## src/isfb_pkg.sv

```systemverilog
// Function
// - ext3 falling edge sets bit 5, register zero
// - ext3 rising edge sets bit 4, register zero
// - watchdog time-out sets sticky bit 1
// - ext0 request sets bit 0; enable low clears
// - ext5 request sets bit 7, register one
// - 16-bit timer sets bit 6, register one
// - conversion done sets bit 5, register one
// - ext3 request sets bit 3, register one
// - 8-bit timer b sets bit 2
// - serial peripheral sets bit 1, register one
// - 8-bit timer a sets bit 0
// - one means pending, zero means none
// - writes to register one only clear
// - register one reads ANDed with mask one
// - receive error bit 6; uart disable clears
// - receive buffer full sets bit 5
// - transmit buffer empty sets bit 4
// - time base event sets bit 3
// - ext1 request sets bit 2, register two
// - tick counter overflow sets bit 0
// - writes to register two only clear
// - register two reads ANDed with mask two
package isfb_pkg;

   // ----------------------------------------------------------------
   // register map
   // ----------------------------------------------------------------
   localparam logic [7:0] ISFB_ADDR_FLAGS_ZERO = 8'h0D;
   localparam logic [7:0] ISFB_ADDR_FLAGS_ONE  = 8'h0E;
   localparam logic [7:0] ISFB_ADDR_FLAGS_TWO  = 8'h0F;
   localparam logic [7:0] ISFB_ADDR_MASK_ONE   = 8'h10;
   localparam logic [7:0] ISFB_ADDR_MASK_TWO   = 8'h11;

   localparam logic [7:0] ISFB_FLAGS_RESET     = 8'h00;
   localparam logic [7:0] ISFB_MASK_RESET      = 8'h00;
   localparam logic [7:0] ISFB_RDATA_IDLE      = 8'h00;

   // implemented bits of each flag register
   localparam logic [7:0] ISFB_VALID_ZERO      = 8'h33;
   localparam logic [7:0] ISFB_VALID_ONE       = 8'hEF;
   localparam logic [7:0] ISFB_VALID_TWO       = 8'h7D;

   // ----------------------------------------------------------------
   // field positions
   // ----------------------------------------------------------------
   localparam int ISFB_B0_EXT3_FALL = 5;
   localparam int ISFB_B0_EXT3_RISE = 4;
   localparam int ISFB_B0_WDT       = 1;
   localparam int ISFB_B0_EXT0      = 0;
   localparam int ISFB_B1_EXT5      = 7;
   localparam int ISFB_B1_TIMER16   = 6;
   localparam int ISFB_B1_ADC       = 5;
   localparam int ISFB_B1_EXT3      = 3;
   localparam int ISFB_B1_TIMER8B   = 2;
   localparam int ISFB_B1_SERIAL    = 1;
   localparam int ISFB_B1_TIMER8A   = 0;
   localparam int ISFB_B2_RX_ERR    = 6;
   localparam int ISFB_B2_RX_FULL   = 5;
   localparam int ISFB_B2_TX_EMPTY  = 4;
   localparam int ISFB_B2_TIMEBASE  = 3;
   localparam int ISFB_B2_EXT1      = 2;
   localparam int ISFB_B2_TICK_OVF  = 0;

   // one-cycle event pulses from the peripherals
   typedef struct packed {
      logic wdt_timeout;
      logic ext0_req;
      logic ext5_req;
      logic timer16_irq;
      logic adc_done;
      logic ext3_req;
      logic timer8b_irq;
      logic spi_irq;
      logic timer8a_irq;
      logic rx_error;
      logic rx_full;
      logic tx_empty;
      logic timebase_tick;
      logic ext1_req;
      logic tick_overflow;
   } isfb_events_t;

   // stored flag registers, raw (unmasked)
   typedef struct packed {
      logic [7:0] zero_edge;
      logic [7:0] one;
      logic [7:0] two;
   } isfb_flags_t;

endpackage : isfb_pkg
```

## src/isfb_edge_detect.sv

```systemverilog
`timescale 1ns/1ps
module isfb_edge_detect
   import isfb_pkg::*;
(
   input  wire logic core_clk,
   input  wire logic rst_b,
   input  wire logic pin,
   output logic      rise,
   output logic      fall
);

   logic prev;
   logic armed;

   // ----------------------------------------------------------------
   // edge capture
   // ----------------------------------------------------------------
   // armed keeps a pin that is already high at reset release from
   // looking like a rising edge
   always_ff @(posedge core_clk or negedge rst_b) begin
      if (!rst_b) begin
         prev  <= 1'b0;
         armed <= 1'b0;
         rise  <= 1'b0;
         fall  <= 1'b0;
      end else begin
         prev  <= pin;
         armed <= 1'b1;
         rise  <= armed & pin & ~prev;
         fall  <= armed & ~pin & prev;
      end
   end

endmodule : isfb_edge_detect

```

## src/isfb_flag_bank.sv

```systemverilog
// The plain strobed port was left to the implementer.
`timescale 1ns/1ps
module isfb_flag_bank
   import isfb_pkg::*;
(
   input  wire logic        core_clk,
   input  wire logic        rst_b,
   input  wire logic [7:0]  addr,
   input  wire logic [7:0]  wdata,
   input  wire logic        wr,
   input  wire logic        rd,
   output logic      [7:0]  rdata,
   input  wire isfb_events_t evt,
   input  wire logic        ext3_pin,
   input  wire logic        ext0_enable,
   input  wire logic        uart_enable,
   output isfb_flags_t      flags,
   output logic      [7:0]  irq_mask_one,
   output logic      [7:0]  irq_mask_two
);

   // ----------------------------------------------------------------
   // functions
   // ----------------------------------------------------------------
   // hardware set beats a software clear arriving in the same cycle
   function automatic logic [7:0] isfb_update(
      input logic [7:0] cur,
      input logic [7:0] set,
      input logic [7:0] clr,
      input logic [7:0] valid
   );
      isfb_update = ((cur & ~clr) | set) & valid;
   endfunction : isfb_update

   // a write clears every bit written as zero, never sets one
   function automatic logic [7:0] isfb_wclr(
      input logic       hit,
      input logic [7:0] data
   );
      isfb_wclr = hit ? ~data : 8'h00;
   endfunction : isfb_wclr

   // ----------------------------------------------------------------
   // address decode
   // ----------------------------------------------------------------
   logic [7:0] irq_flags_zero_edge;
   logic [7:0] irq_flags_one;
   logic [7:0] irq_flags_two;
   logic       ext3_rise;
   logic       ext3_fall;

   wire hit_zero = (addr == ISFB_ADDR_FLAGS_ZERO);
   wire hit_one  = (addr == ISFB_ADDR_FLAGS_ONE);
   wire hit_two  = (addr == ISFB_ADDR_FLAGS_TWO);
   wire hit_m1   = (addr == ISFB_ADDR_MASK_ONE);
   wire hit_m2   = (addr == ISFB_ADDR_MASK_TWO);

   wire wr_zero  = wr & hit_zero;
   wire wr_one   = wr & hit_one;
   wire wr_two   = wr & hit_two;
   wire wr_m1    = wr & hit_m1;
   wire wr_m2    = wr & hit_m2;

   // ----------------------------------------------------------------
   // ext3 edge detection
   // ----------------------------------------------------------------
   isfb_edge_detect u_ext3_edge (
      .core_clk (core_clk),
      .rst_b    (rst_b),
      .pin      (ext3_pin),
      .rise     (ext3_rise),
      .fall     (ext3_fall)
   );

   // ----------------------------------------------------------------
   // set vectors
   // ----------------------------------------------------------------
   logic [7:0] set_zero;
   logic [7:0] set_one;
   logic [7:0] set_two;

   always_comb begin
      set_zero = 8'h00;
      set_zero[ISFB_B0_EXT3_FALL] = ext3_fall;
      set_zero[ISFB_B0_EXT3_RISE] = ext3_rise;
      set_zero[ISFB_B0_WDT]       = evt.wdt_timeout;
      set_zero[ISFB_B0_EXT0]      = evt.ext0_req & ext0_enable;
   end

   always_comb begin
      set_one = 8'h00;
      set_one[ISFB_B1_EXT5]    = evt.ext5_req;
      set_one[ISFB_B1_TIMER16] = evt.timer16_irq;
      set_one[ISFB_B1_ADC]     = evt.adc_done;
      set_one[ISFB_B1_EXT3]    = evt.ext3_req;
      set_one[ISFB_B1_TIMER8B] = evt.timer8b_irq;
      set_one[ISFB_B1_SERIAL]  = evt.spi_irq;
      set_one[ISFB_B1_TIMER8A] = evt.timer8a_irq;
   end

   always_comb begin
      set_two = 8'h00;
      set_two[ISFB_B2_RX_ERR]   = evt.rx_error & uart_enable;
      set_two[ISFB_B2_RX_FULL]  = evt.rx_full;
      set_two[ISFB_B2_TX_EMPTY] = evt.tx_empty;
      set_two[ISFB_B2_TIMEBASE] = evt.timebase_tick;
      set_two[ISFB_B2_EXT1]     = evt.ext1_req;
      set_two[ISFB_B2_TICK_OVF] = evt.tick_overflow;
   end

   // ----------------------------------------------------------------
   // clear vectors
   // ----------------------------------------------------------------
   // disabling ext0 or the uart holds its flag clear; that clear is a
   // level and the matching set is gated off, so the clear always wins
   logic [7:0] clr_zero;
   logic [7:0] clr_two;
   wire  [7:0] clr_one = isfb_wclr(wr_one, wdata);

   always_comb begin
      clr_zero = isfb_wclr(wr_zero, wdata);
      clr_zero[ISFB_B0_EXT0] = clr_zero[ISFB_B0_EXT0] | ~ext0_enable;
   end

   always_comb begin
      clr_two = isfb_wclr(wr_two, wdata);
      clr_two[ISFB_B2_RX_ERR] = clr_two[ISFB_B2_RX_ERR] | ~uart_enable;
   end

   // ----------------------------------------------------------------
   // next values
   // ----------------------------------------------------------------
   wire [7:0] next_zero = isfb_update(irq_flags_zero_edge, set_zero, clr_zero,
                                      ISFB_VALID_ZERO);
   wire [7:0] next_one  = isfb_update(irq_flags_one, set_one, clr_one,
                                      ISFB_VALID_ONE);
   wire [7:0] next_two  = isfb_update(irq_flags_two, set_two, clr_two,
                                      ISFB_VALID_TWO);

   // read answer, masked views of registers one and two
   wire [7:0] view_one = irq_flags_one & irq_mask_one;
   wire [7:0] view_two = irq_flags_two & irq_mask_two;

   logic [7:0] next_rdata;
   always_comb begin
      next_rdata = ISFB_RDATA_IDLE;
      if (rd) begin
         unique case (1'b1)
            hit_zero: next_rdata = irq_flags_zero_edge;
            hit_one:  next_rdata = view_one;
            hit_two:  next_rdata = view_two;
            hit_m1:   next_rdata = irq_mask_one;
            hit_m2:   next_rdata = irq_mask_two;
            default:  next_rdata = ISFB_RDATA_IDLE;
         endcase
      end
   end

   // ----------------------------------------------------------------
   // registers
   // ----------------------------------------------------------------
   always_ff @(posedge core_clk or negedge rst_b) begin
      if (!rst_b) begin
         irq_flags_zero_edge <= ISFB_FLAGS_RESET;
         irq_flags_one       <= ISFB_FLAGS_RESET;
         irq_flags_two       <= ISFB_FLAGS_RESET;
      end else begin
         irq_flags_zero_edge <= next_zero;
         irq_flags_one       <= next_one;
         irq_flags_two       <= next_two;
      end
   end

   always_ff @(posedge core_clk or negedge rst_b) begin
      if (!rst_b) begin
         irq_mask_one <= ISFB_MASK_RESET;
         irq_mask_two <= ISFB_MASK_RESET;
      end else begin
         if (wr_m1)
            irq_mask_one <= wdata;
         if (wr_m2)
            irq_mask_two <= wdata;
      end
   end

   // read data stand for one cycle only, zero otherwise
   always_ff @(posedge core_clk or negedge rst_b) begin
      if (!rst_b)
         rdata <= ISFB_RDATA_IDLE;
      else
         rdata <= next_rdata;
   end

   assign flags = '{zero_edge: irq_flags_zero_edge, one: irq_flags_one, two: irq_flags_two};
endmodule : isfb_flag_bank

```

## config.mk

```make
export PLATFORM = sky130hd
export DESIGN_NAME = isfb_flag_bank
export DESIGN_NICKNAME = d
export VERILOG_FILES = /design/src/isfb_pkg.sv /design/src/isfb_edge_detect.sv /design/src/isfb_flag_bank.sv
export SDC_FILE = /design/constraint.sdc
export NUM_CORES = 1
export LEC_CHECK = 0
export ABC_AREA = 1
export BUFFER_PORTS_ARGS = -buffer_cell sky130_fd_sc_hd__buf_4
export CORE_ASPECT_RATIO = 1.1
export CORE_UTILIZATION = 40
export DETAILED_ROUTE_END_ITERATION = 6
export HOLD_SLACK_MARGIN = 0.06
export PLACE_DENSITY = 0.67
export SLEW_MARGIN = 10
export SYNTH_ARGS = -nofsm -noshare
export SYNTH_HDL_FRONTEND = slang
export SYNTH_SLANG_ARGS = --single-unit
```

## constraint.sdc

```tcl
create_clock -name core_clk -period 1.15 [get_ports core_clk]
set_input_delay 0.0575 -clock core_clk [delete_from_list [all_inputs] [get_ports core_clk]]
set_output_delay 0.0575 -clock core_clk [all_outputs]
set_load 0.1 [all_outputs]
```

### After elaboration in Yosys (flattened, before gate mapping)

Cells that the tools add are included.

| word-level totals | value |
|---|---|
| logic and storage cells | 49 |
| output and inout bits | 48 |
| flip-flop bits (word level) | 45 |
| input bits | 38 |

| cells by class | value |
|---|---|
| eq/ne operators | 5 |
| bitwise gates (word level) | 29 |
| mux-type cells | 5 |

Operator list:

| cell | number |
|---|---|
| one-hot mux 8 bit (5 select lines) | 1 |
| equality test 8 x 4 -> 1 bit, second input constant | 3 |
| AND 8 bit | 2 |
| equality test 8 x 5 -> 1 bit, second input constant | 2 |
| 2-to-1 mux 8 bit | 2 |
| NOT 8 bit | 2 |
| AND 1 bit | 11 |
| AND 7 x 8 -> 8 bit | 1 |
| bitwise OR 8 bit | 1 |
| AND 7 bit | 1 |
| 2-to-1 mux 7 bit | 1 |
| NOT 7 bit | 1 |
| bitwise OR 7 bit | 1 |
| AND 6 bit | 1 |
| 2-to-1 mux 6 bit | 1 |
| NOT 6 bit | 1 |
| bitwise OR 6 bit | 1 |
| NOT 1 bit | 4 |
| bitwise OR 1 bit | 2 |

### Longest topological paths before layout

Gate-level depths: netlist of the first run.

| depth | value |
|---|---|
| depth after elaboration | 7 |
| mapped depth | 9 |
| mapped depth without buffers | 9 |

### By module

From an unflattened synthesis of the first run, not the netlist that was laid out.

| second synthesis, totals | value |
|---|---|
| cell total of the unflattened synthesis | 281 |
| area total of the unflattened synthesis | 2,274.7 um^2 |

By module, submodules not included:

| module | sequential area each (um^2) | cells each | area an instance (um^2) | instances |
|---|---|---|---|---|
| isfb_flag_bank | 1,026.0 | 272 | 2,155.8 | 1 |
| isfb_edge_detect | 100.1 | 9 | 118.9 | 1 |

### Worst setup path before layout of the first run

OpenSTA, ideal clock, no wires.

| path | value |
|---|---|
| path type | register to register |
| from | register irq_mask_one[7] |
| to | register rdata[7] |
| slack | -0.339 ns |
| arrival time | 1.416 ns |
| period minus slack after synthesis | 1.489 ns |
| setup time | 0.072 ns |
| path buffers | 0 |
| required time | 1.078 ns |
| cell stages (with the launch flop) | 5 |
| path through | dfrtp_1 inv_1 nor3_1 nor2_1 nor2_1 |

| on the way | value |
|---|---|
| word-level cells in the longest chain between the ends | 3 |

RTL lines:

| item | RTL line | text |
|---|---|---|
| start, declared | isfb_flag_bank.sv:18 | `output logic [7:0] irq_mask_one,` |
| start signal, assigned | isfb_flag_bank.sv:180 | `irq_mask_one <= wdata;` |
| AND 8 bit | isfb_flag_bank.sv:141 | `wire [7:0] view_one = irq_flags_one & irq_mask_one;` |
| one-hot mux 8 bit (5 select lines) * | isfb_flag_bank.sv:148 | `unique case (1'b1)` |
| 2-to-1 mux 8 bit * | isfb_flag_bank.sv:147 | `if (rd) begin` |
| net next_rdata[7] | isfb_flag_bank.sv:144 | `logic [7:0] next_rdata;` |
| end signal, assigned | isfb_flag_bank.sv:191 | `rdata <= next_rdata;` |
| end, declared | isfb_flag_bank.sv:12 | `output logic [7:0] rdata,` |

The timed path passes the listed nets; every way through them passes the cells marked *.
A chain may end at the register's enable or synchronous reset.

### Worst setup path in the final report of the first run

| path | value |
|---|---|
| from | register irq_mask_two[0] |
| to | output port irq_mask_two[0] |

RTL lines:

| item | RTL line | text |
|---|---|---|
| start, declared | isfb_flag_bank.sv:19 | `output logic [7:0] irq_mask_two` |
| start signal, assigned | isfb_flag_bank.sv:182 | `irq_mask_two <= wdata;` |

No word-level cell between the ends.

==> impl_metrics.csv, run 1 <==
group,metric,value,unit
worst_setup_path,path_buf_inv,1,
global_routing,overflow,0,
routing,vias,2195,
timing,rsz0062_at_grt,"false",
power,leakage,1.70,nW
routing,drc_errors,0,
worst_setup_path,crit_arrival,1.04,ns
worst_setup_path,critPathMaxFanout,4,
hold_path,hold_class,"in -> reg",
worst_setup_path,cp-start-kind,"flop",
routing,totalWireLength,6070,um
routing,firstDrtPassIters,5,
synthesis,syn_area_per_cell,8.17,um^2
final_layout,diodes,0,
cts,cts_max_level,2,
timing,period_needed,1.10,ns
cts,cts.sinks,45,
cts,clk_latency,0.30,ns
timing,final_max_slew_viol_count,0,
timing,setup-tns-final,0,ns
final_layout,final_util,0.625,
global_routing,grt_pass1_wl,9600,um
cts,cts.clk_slew.worst_paths,0.08,ns
synthesis,synth_top_area_share,0.494,
timing,max_freq,908,MHz
floorplanning,start_util,0.420,
cts,cts-root-buf,"clkbuf_8",
floorplanning,dieHeight,81.2,um
final_layout,nNetsFinal,433,
cts,cts_tree,"built",
outcome,outcome,"completed",
final_layout,layout-drive-gt1-share,0.391,
power,irDropWorstVdd,740,uV
floorplanning,die-area,6000,um^2
worst_setup_path,critPathKind,"reg -> out",
synthesis,ys_warn_count,0,
timing,finClkSkew,0.00417,ns
final_layout,fin_area,3400,um^2
worst_setup_path,crit_slowest_cell,"dfrtp_4",
worst_setup_path,cp_top_family,"flip-flops",
global_routing,grt_max_degree,46,
placement,io_buffers,78,
worst_setup_path,worstPathCellList,"buf_4",
routing,postRouteAntennaNets,0,
timing,slew_headroom,0.611,
synthesis,synth_area_leaders,"dfrtp_1 (49%), nand2_1 (12%), inv_1 (5.4%)",
timing,tightest_slew,0.584,ns
final_layout,fillCellCount,500,
synthesis,syn_inst,279,
placement,routabilityCongestion,0.806,
worst_setup_path,max_stage_delay,0.50,ns
timing,hold_viol,0,
floorplanning,num_rows,28,
timing,setup_viol,0,
routing,viasPerCell,4.66,
run,max-cap-violations,0,
worst_setup_path,cp_data_required_time,1.09,ns
cts,clock_path_buffers,2,
synthesis,yosysUniqueCellTypes,26,
global_routing,antenna_found_initial,0,
synthesis,yosysTopAreaCell,"dfrtp_1",
routing,dr.first_iter.drc_count,89,
routing,wl_per_cell,12.9,um
synthesis,synth-seq-cells,45,
global_routing,grt_pass1_vias,2073,
placement,placed_area,3020,um^2
worst_setup_path,crit_path_end_kind,"primary output",
floorplanning,core,5430,um^2
final_layout,syn_to_final_growth,49.0,%
timing,fin_crit_sh,0.958,
floorplanning,die_x,74.0,um
floorplanning,io_pins,86,
power,powerDensity,1060,nW/um^2
cts,numCtsBuffers,5,
synthesis,yosysSeqAreaShare,0.494,
cts,cts_post_setup_buffers_inserted,0,
synthesis,syn-cell-area,2280,um^2
placement,dpl.hpwl,4450,um
global_routing,grt_util_all_layers,0.214,
-- synthesized netlist by cell type --
master	count
nor2_1	29
o21bai_1	4
o21ai_0	10
o21a_1	2
nand3b_1	1
conb_1	2
nand3_2	1
nor2_2	3
buf_6	2
nor2_4	7
nand2_1	74
o31ai_1	6
dfrtp_1	45
a21oi_2	1
inv_1	33
nand4_1	4
nand3_1	17
nor3_1	6
buf_4	8
nand2_4	2
nand2_2	5
o21ai_1	7
buf_2	2
inv_2	4
o21ai_2	3
a21o_1	1
-- registers in the layout, summed over array words and instances, names as in the netlist --
signal	cells
irq_mask_one	8
irq_flags_one	7
irq_flags_zero_edge	4
u_ext3_edge.rise	1
irq_flags_two	6
u_ext3_edge.armed	1
u_ext3_edge.prev	1
u_ext3_edge.fall	1
rdata	8
irq_mask_two	8
-- cells in the final DEF (no fill, tap or decap), types with 4 or more instances in the layout --
| cell | instances |
|---|---|
| inv_1 | 33 |
| dfrtp_2 | 25 |
| inv_2 | 4 |
| nor2_4 | 7 |
| o21ai_0 | 10 |
| o31ai_1 | 6 |
| dfrtp_4 | 8 |
| nand2_2 | 5 |
| nor2_1 | 29 |
| nand4_1 | 4 |
| nand2_1 | 74 |
| dlygate4sd3_1 | 27 |
| o21ai_1 | 7 |
| nor3_1 | 6 |
| o21bai_1 | 4 |
| nand3_1 | 17 |
| conb_1 | 8 |
| buf_4 | 88 |
| dfrtp_1 | 12 |
| clkbuf_8 | 7 |
-- layout make-up --
type | instances | area (um^2) | area share
Tap cell | 75 | 93.8 | 0.0276
Inverter | 37 | 139 | 0.0409
Clock inverter | 1 | 5.00 | 0.00147
Clock buffer | 7 | 96.3 | 0.0284
Timing Repair Buffer | 115 | 931 | 0.274
Sequential cell | 45 | 1190 | 0.350
Multi-Input combinational cell | 191 | 943 | 0.278
-- per-layer routing --
layer | vias to the layer above | part of all wire | GRT usage
li1 | 1094 | - | -
met1 | 1008 | 0.42 | 0.279
met2 | 88 | 0.50 | 0.355
met3 | 5 | 0.075 | 0.0434
met4 | 0 | 0.011 | 0.0635
met5 | - | 0 | 0
-- report_power, final --
group / internal (mW) / switching, mW / total, mW
sequential: 1.64 / 0.0423 / 1.68
clock: 0.543 / 0.528 / 1.07
combinational: 0.247 / 0.602 / 0.849
-- worst paths after layout --
kind / from / to / slack, ns / cells after the start
setup / recovery: irq_mask_two[0] / irq_mask_two[0] / 0.05 / 1
hold / removal: rd / rdata[2] / 0.10 / 3
setup reg to reg: irq_mask_two[0] / rdata[0] / 0.06 / 6
hold reg to reg: u_ext3_edge.prev / u_ext3_edge.rise / 0.42 / 1
max in group asynchronous: rst_b / irq_flags_two[0] / 0.40 / 2
min in group asynchronous: rst_b / irq_flags_two[6] / 0.29 / 2
-- cells by family (layout without fill, tap and decap cells) --
group                  count (synthesis)  in the layout  share of synthesized area
and+or+nand+nor                      149            149                      0.305
buffers and inverters                 49            160                      0.102
DFF                                   45             45                      0.494
AOI/OAI and AO/OA                     34             34                     0.0956
other                                  2              8                    0.00330
-- per-stage QoR --
step                      cells  hold WS [ns]  setup slack (ns)  power (mW)
after CTS                   471         0.107            0.0431        3.63
final                       471         0.103            0.0481        3.60
after detailed placement    436        0.0965           -0.0950        2.49
after global routing        471         0.125           0.00524        3.74
after floorplan             285        -0.238           -0.0430        2.24
after global placement      436        0.0945            -0.107        2.49
-- timing repair --
action	4_1_cts	5_1_grt
gates resized for setup	0	0
endpoints found under the setup margin	0	0
endpoints found under the hold margin	74	0
hold buffers	27	0
(Power assumes the default switching activity.)
==> run 2: changes to the inputs <==
Settings changed: BUFFER_PORTS_ARGS -buffer_cell sky130_fd_sc_hd__buf_4 to -buffer_cell sky130_fd_sc_hd__buf_2, CORE_UTILIZATION 40 to 49, PLACE_DENSITY 0.67 to 0.8.
==> run 2 against run 1 <==
Net effect:
- fmax decreased by 1.4%
- utilization increased by 21 points
- highest routed layer unchanged
- cell area increased by 8.2%
- sequential power about the same
- worst setup slack got worse by 0.015 ns
- power increased by 3.1%
==> impl_metrics.csv, run 2 (synthesized netlist as in run 1, its figures left out) <==
group,metric,value,unit
routing,postRouteAntennaNets,0,
final_layout,diodes,0,
worst_setup_path,reg2reg_depth,6,
placement,routabilityCongestion,0.879,
timing,max_freq,895,MHz
run,max-cap-violations,0,
worst_setup_path,cp-start-kind,"flop",
final_layout,nNetsFinal,434,
worst_setup_path,reg2reg_slack,0.06,ns
hold_path,hold_class,"in -> reg",
placement,placed_area,3290,um^2
cts,cts_tree,"built",
worst_setup_path,cp_data_required_time,1.09,ns
global_routing,overflow,0,
cts,cts.sinks,45,
floorplanning,num_rows,25,
worst_setup_path,critPathMaxFanout,1,
final_layout,fin_area,3670,um^2
worst_setup_path,cp_top_family,"buffers and inverters",
floorplanning,dieHeight,73.5,um
cts,cts-root-buf,"clkbuf_8",
worst_setup_path,crit_slowest_cell,"buf_2",
timing,final_max_slew_viol_count,0,
cts,clk_latency,0.31,ns
hold_path,min_from,"rd",
cts,cts_post_setup_buffers_inserted,0,
floorplanning,io_pins,86,
floorplanning,die_x,67.0,um
floorplanning,die-area,4930,um^2
placement,post-place-ws,-0.0856,ns
power,power,3.71,mW
global_routing,grt_pass1_vias,2405,
final_layout,mostFrequentLayoutCells,"nand2_1 (74), buf_2 (43), inv_1 (33)",
timing,fin_crit_sh,0.971,
hold_path,holdPathEnd,"rdata[2]",
placement,io_buffers,78,
worst_setup_path,critPathKind,"reg -> out",
final_layout,final_cells,451,
worst_setup_path,r2r_start,"irq_mask_two[5]",
routing,drc_errors,0,
routing,totalWireLength,6710,um
placement,dp_cells,416,
worst_setup_path,reg2reg_to,"rdata[5]",
timing,hold_viol,0,
worst_setup_path,crit_path_end_kind,"primary output",
hold_path,holdPathStages,3,
cts,cts.clk_slew.worst_paths,0.08,ns
routing,vias,2374,
timing,finClkSkew,0.00507,ns
cts,clock_path_buffers,2,
global_routing,grt_util_all_layers,0.301,
final_layout,reg_top3,"irq_mask_one x8, irq_mask_two x8, rdata x8",
routing,viasPerCell,5.26,
routing,dr.first_iter.drc_count,257,
cts,cts_max_level,2,
timing,rsz0062_at_grt,"false",
routing,firstDrtPassIters,6,
timing,setup_viol,0,
worst_setup_path,crit_arrival,1.06,ns
worst_setup_path,worstPathCellList,"buf_2",
placement,dpl.hpwl,4770,um
power,powerDensity,1010,nW/um^2
final_layout,layout_commonest_cell,"nand2_1",
floorplanning,core,4380,um^2
global_routing,grt_pass1_wl,10800,um
final_layout,syn_to_final_growth,61.3,%
global_routing,grt_max_degree,46,
power,leakage,1.83,nW
global_routing,antenna_found_initial,0,
outcome,outcome,"completed",
final_layout,layout-drive-gt1-share,0.395,
routing,wl_per_cell,14.9,um
timing,period_needed,1.12,ns
timing,layout_setup_ws,0.0329,ns
worst_setup_path,path_buf_inv,1,
power,irDropWorstVdd,1010,uV
floorplanning,start_util,0.520,
cts,numCtsBuffers,5,
worst_setup_path,max_stage_delay,0.42,ns
==> run 2: repair_timing <==
item / in CTS / in global routing
resized for setup: 2 / 4
endpoints found under the setup margin: 2 / 5
pin swaps: 0 / 0
hold buffers: 28 / 0
endpoints found under the hold margin: 75 / 0
==> run 2: area by class of cell <==
type | count | area [um^2]
clock buffers | 7 | 96.3
repair buffers | 116 | 1230
clock inverters | 1 | 5.00
well taps | 54 | 67.6
flip-flops and latches | 45 | 1190
fillers | 251 | 704
inverters | 37 | 139
multi-input cells | 191 | 948
==> run 2: worst max-delay path by stage <==
stage	startpoint	to	slack (ns)	cells after the start
floorplan	irq_mask_one[7]	rdata[7]	-0.04	4
CTS	irq_mask_one[7]	irq_mask_one[7]	0.004	1
global placement	addr[5]	rdata[2]	-0.006	9
finish	rdata[5]	rdata[5]	0.03	1
global route	rdata[7]	rdata[7]	0.01	1
detailed placement	addr[5]	irq_mask_two[3]	-0.09	9
==> run 2: layer usage <==
| metal | up-vias | share of wire | global-route usage |
|---|---|---|---|
| met3 | 19 | 0.071 | 0.0419 |
| met5 | - | 0 | 0 |
| met1 | 1135 | 0.37 | 0.345 |
| met2 | 130 | 0.54 | 0.541 |
| li1 | 1090 | - | - |
| met4 | 0 | 0.023 | 0.144 |
==> run 2: stage by stage <==
step | hold slack [ns] | util | setup TNS (ns)
floorplan | -0.238 | - | -0.0430
global placement | 0.0511 | 0.750 | -0.00655
detailed placement | 0.0558 | 0.750 | -0.580
CTS | 0.120 | 0.839 | 0
global route | 0.149 | 0.839 | 0
finish | 0.118 | 0.839 | 0
==> run 2: tightest hold or removal path, cell delays in order <==
cell	delay, ns
buf_2	0.11
nand2_2	0.17
nor2_1	0.06
==> run 2: report_power, final <==
group / internal [mW] / switching, mW
sequential: 1.64 / 0.0643
combinational: 0.316 / 0.616
clock: 0.543 / 0.534
total: 2.50 / 1.21
==> run 3: changes to the inputs <==
Settings changed: ABC_AREA 1 to default, CORE_UTILIZATION 49 to 47, PLACE_DENSITY 0.8 to 0.79.
==> run 3 against run 2 <==
Net effect:
- the flow now finishes with violations (setup timing)
- clock power about the same
- via count down 12%
- clock-buffer cell count unchanged
- global-route usage up 2.1 points
- die area down 7.1%
- worst hold slack worse by 0.044 ns
- non-clock buffer count up 8
- cell area down 3.8%
- critical path type is now reg -> reg
==> impl_metrics.csv, run 3 <==
group,metric,value,unit
final_layout,layout_commonest_cell,"buf_2",
global_routing,grt_util_all_layers,0.322,
global_routing,grt_util_met3,0.0694,
worst_setup_path,critPathMaxFanout,3,
global_routing,grt_pass1_wl,10800,um
run,max-cap-violations,0,
placement,routabilityCongestion,0.882,
final_layout,final_util,0.872,
global_routing,overflow,0,
final_layout,reg_top3,"irq_mask_one x8, irq_mask_two x8, rdata x8",
synthesis,yosysSeqAreaShare,0.556,
timing,layout_setup_ws,-0.0112,ns
timing,tightest_slew,0.663,ns
timing,max_freq,861,MHz
routing,postRouteAntennaNets,0,
outcome,outcome,"finished, violations left",
floorplanning,core,4050,um^2
routing,viasPerCell,5.85,
power,p_int,2.49,mW
timing,slew_headroom,0.556,
floorplanning,die-area,4580,um^2
placement,dpl.hpwl,4290,um
worst_setup_path,crit_arrival,1.33,ns
floorplanning,die_x,64.6,um
synthesis,yosysMostFrequentCell,"dfrtp_1",
routing,firstDrtPassIters,5,
placement,dp_cells,318,
final_layout,layout-drive-gt1-share,0.553,
power,irDropWorstVdd,748,uV
synthesis,synth_area_leaders,"dfrtp_1 (56%), mux2_2 (9.5%), o21ai_0 (4.4%)",
power,powerDensity,1020,nW/um^2
global_routing,busiest_layer,"met2",
power,pwr-share-seq,0.466,
cts,cts-root-buf,"clkbuf_8",
power,switching_share,0.311,
worst_setup_path,reg2reg_slack,-0.01,ns
synthesis,yosysUniqueCellTypes,34,
hold_path,hold_class,"in -> reg",
power,clock_power_share,0.297,
global_routing,globalRouteMet1Util,0.383,
final_layout,mostFrequentLayoutCells,"buf_2 (43), buf_12 (33), dfrtp_2 (27)",
global_routing,grt_max_degree,46,
timing,period_needed,1.16,ns
placement,post-place-ws,-0.351,ns
power,leakage,1.58,nW
cts,numCtsBuffers,5,
synthesis,syn_area_per_cell,11.5,um^2
power,p_comb_frac,0.237,
cts,cts.clk_slew.worst_paths,0.08,ns
cts,cts.sinks,45,
final_layout,final_cells,355,
synthesis,synth-async-reset-ratio,1.00,
synthesis,ys_warn_count,0,
synthesis,synth-seq-cells,45,
final_layout,fillCellCount,183,
synthesis,yosysTopAreaCell,"dfrtp_1",
timing,setup_viol,1,
final_layout,syn_to_final_growth,74.4,%
synthesis,synth_top_area_share,0.556,
power,p_sw,1.12,mW
worst_setup_path,cp_data_required_time,1.32,ns
cts,clock_path_buffers,2,
floorplanning,num_rows,24,
global_routing,grt_pass1_vias,2107,
timing,final_max_slew_viol_count,0,
synthesis,ys.flop_type,"dfrtp_1",
global_routing,use_met2,0.545,
routing,wl_per_cell,21.1,um
timing,hold_viol,0,
global_routing,antenna_found_initial,0,
worst_setup_path,cp-start-kind,"flop",
synthesis,synth_edf_count,0,
cts,cts_max_level,2,
timing,finClkSkew,0.00902,ns
floorplanning,dieHeight,70.9,um
floorplanning,io_pins,86,
timing,setup-tns-final,-0.0112,ns
cts,clk_latency,0.30,ns
worst_setup_path,critPathKind,"reg -> reg",
outcome,violations,"setup timing",
cts,cts_tree,"built",
routing,vias,2078,
synthesis,syn-cell-area,2030,um^2
floorplanning,start_util,0.500,
synthesis,yosys-top-cells-count,"dfrtp_1 (45), o21ai_0 (18), mux2_2 (17)",
routing,totalWireLength,7500,um
placement,io_buffers,78,
synthesis,syn_inst,176,
routing,drc_errors,0,
timing,fin_crit_sh,1.01,
routing,dr.first_iter.drc_count,210,
worst_setup_path,crit_path_end_kind,"flop",
final_layout,nNetsFinal,339,
==> run 3: cell types whose count changed after synthesis, sizes merged, moves of 4 or more <==
cell / delta
nand2: -73
inv: -34
nor2: -32
mux2: +17
nand2b: +13
a21oi: +8
nand3: -8
o31ai: -5
buf: -4
clkbuf: +4
==> run 3: final cells by class <==
class	instances	area (um^2)	share of cell area
Timing Repair Buffer	124	1300	0.369
Sequential cell	45	1180	0.335
Multi-Input combinational cell	122	867	0.245
Clock buffer	7	96.3	0.0273
Tap cell	52	65.1	0.0184
Inverter	3	11.3	0.00319
Clock inverter	1	5.00	0.00142
Antenna cell	1	2.50	0.000708
==> run 3: worst paths after layout <==
| path | to | from | cells after the start |
|---|---|---|---|
| min in group asynchronous | irq_flags_zero_edge[1] | rst_b | 3 |
| setup reg to reg | rdata[4] | irq_mask_one[4] | 3 |
| max in group asynchronous | irq_flags_two[5] | rst_b | 3 |
| hold reg to reg | irq_flags_zero_edge[5] | u_ext3_edge.fall | 1 |
| hold / removal | irq_flags_zero_edge[0] | wdata[0] | 3 |
| setup / recovery | rdata[4] | irq_mask_one[4] | 3 |
==> run 3: power groups by stage <==
stage | registers (mW) | clock network [mW] | logic (mW)
final | 1.68 | 1.08 | 0.856
after global routing | 1.69 | 1.15 | 0.886
after CTS | 1.68 | 1.07 | 0.821
after detailed placement | 1.71 | 0 | 0.753
after global placement | 1.71 | 0 | 0.740
after floorplan | 1.93 | 0 | 0.219
==> run 3: timing repair <==
action                     CTS  global route
buffers inserted             2             2
hold buffers                24             0
resized for setup            2            15
hold endpoints to repair    72             0
pin swaps                    2             8
setup endpoints to repair    4            22
==> run 3: kinds of logic (layout without fill, tap and decap cells) <==
kind of cell | count (synthesis) | count (layout) | share of synthesized area
compound gates | 43 | 43 | 0.128
buf+inv | 15 | 135 | 0.0420
flops | 45 | 45 | 0.556
mux | 17 | 17 | 0.0945
other cells | 2 | 9 | 0.00371
simple gates | 54 | 54 | 0.176
==> run 3: worst max-delay path: stages (launching register included) <==
cell and delay (ns):
dfrtp_2 0.46, mux2_2 0.30, a32oi_2 0.21, nor2_1 0.06
==> run 3: metrics by stage <==
step	power, mW	hold WS (ns)	area [um^2]
after floorplan	2.15	-0.238	2120
after global placement	2.45	0.0534	3110
after detailed placement	2.46	0.0534	3110
after CTS	3.57	0.0623	3470
after global routing	3.72	0.0693	3530
final	3.61	0.0734	3530
==> run 3: metal layers <==
metal / wire length, um / part of all wire / up-vias
met3: 642 / 0.086 / 40
met2: 3880 / 0.52 / 167
met5: 0 / 0 / -
li1: - / - / 863
met1: 2590 / 0.35 / 1008
met4: 381 / 0.051 / 0
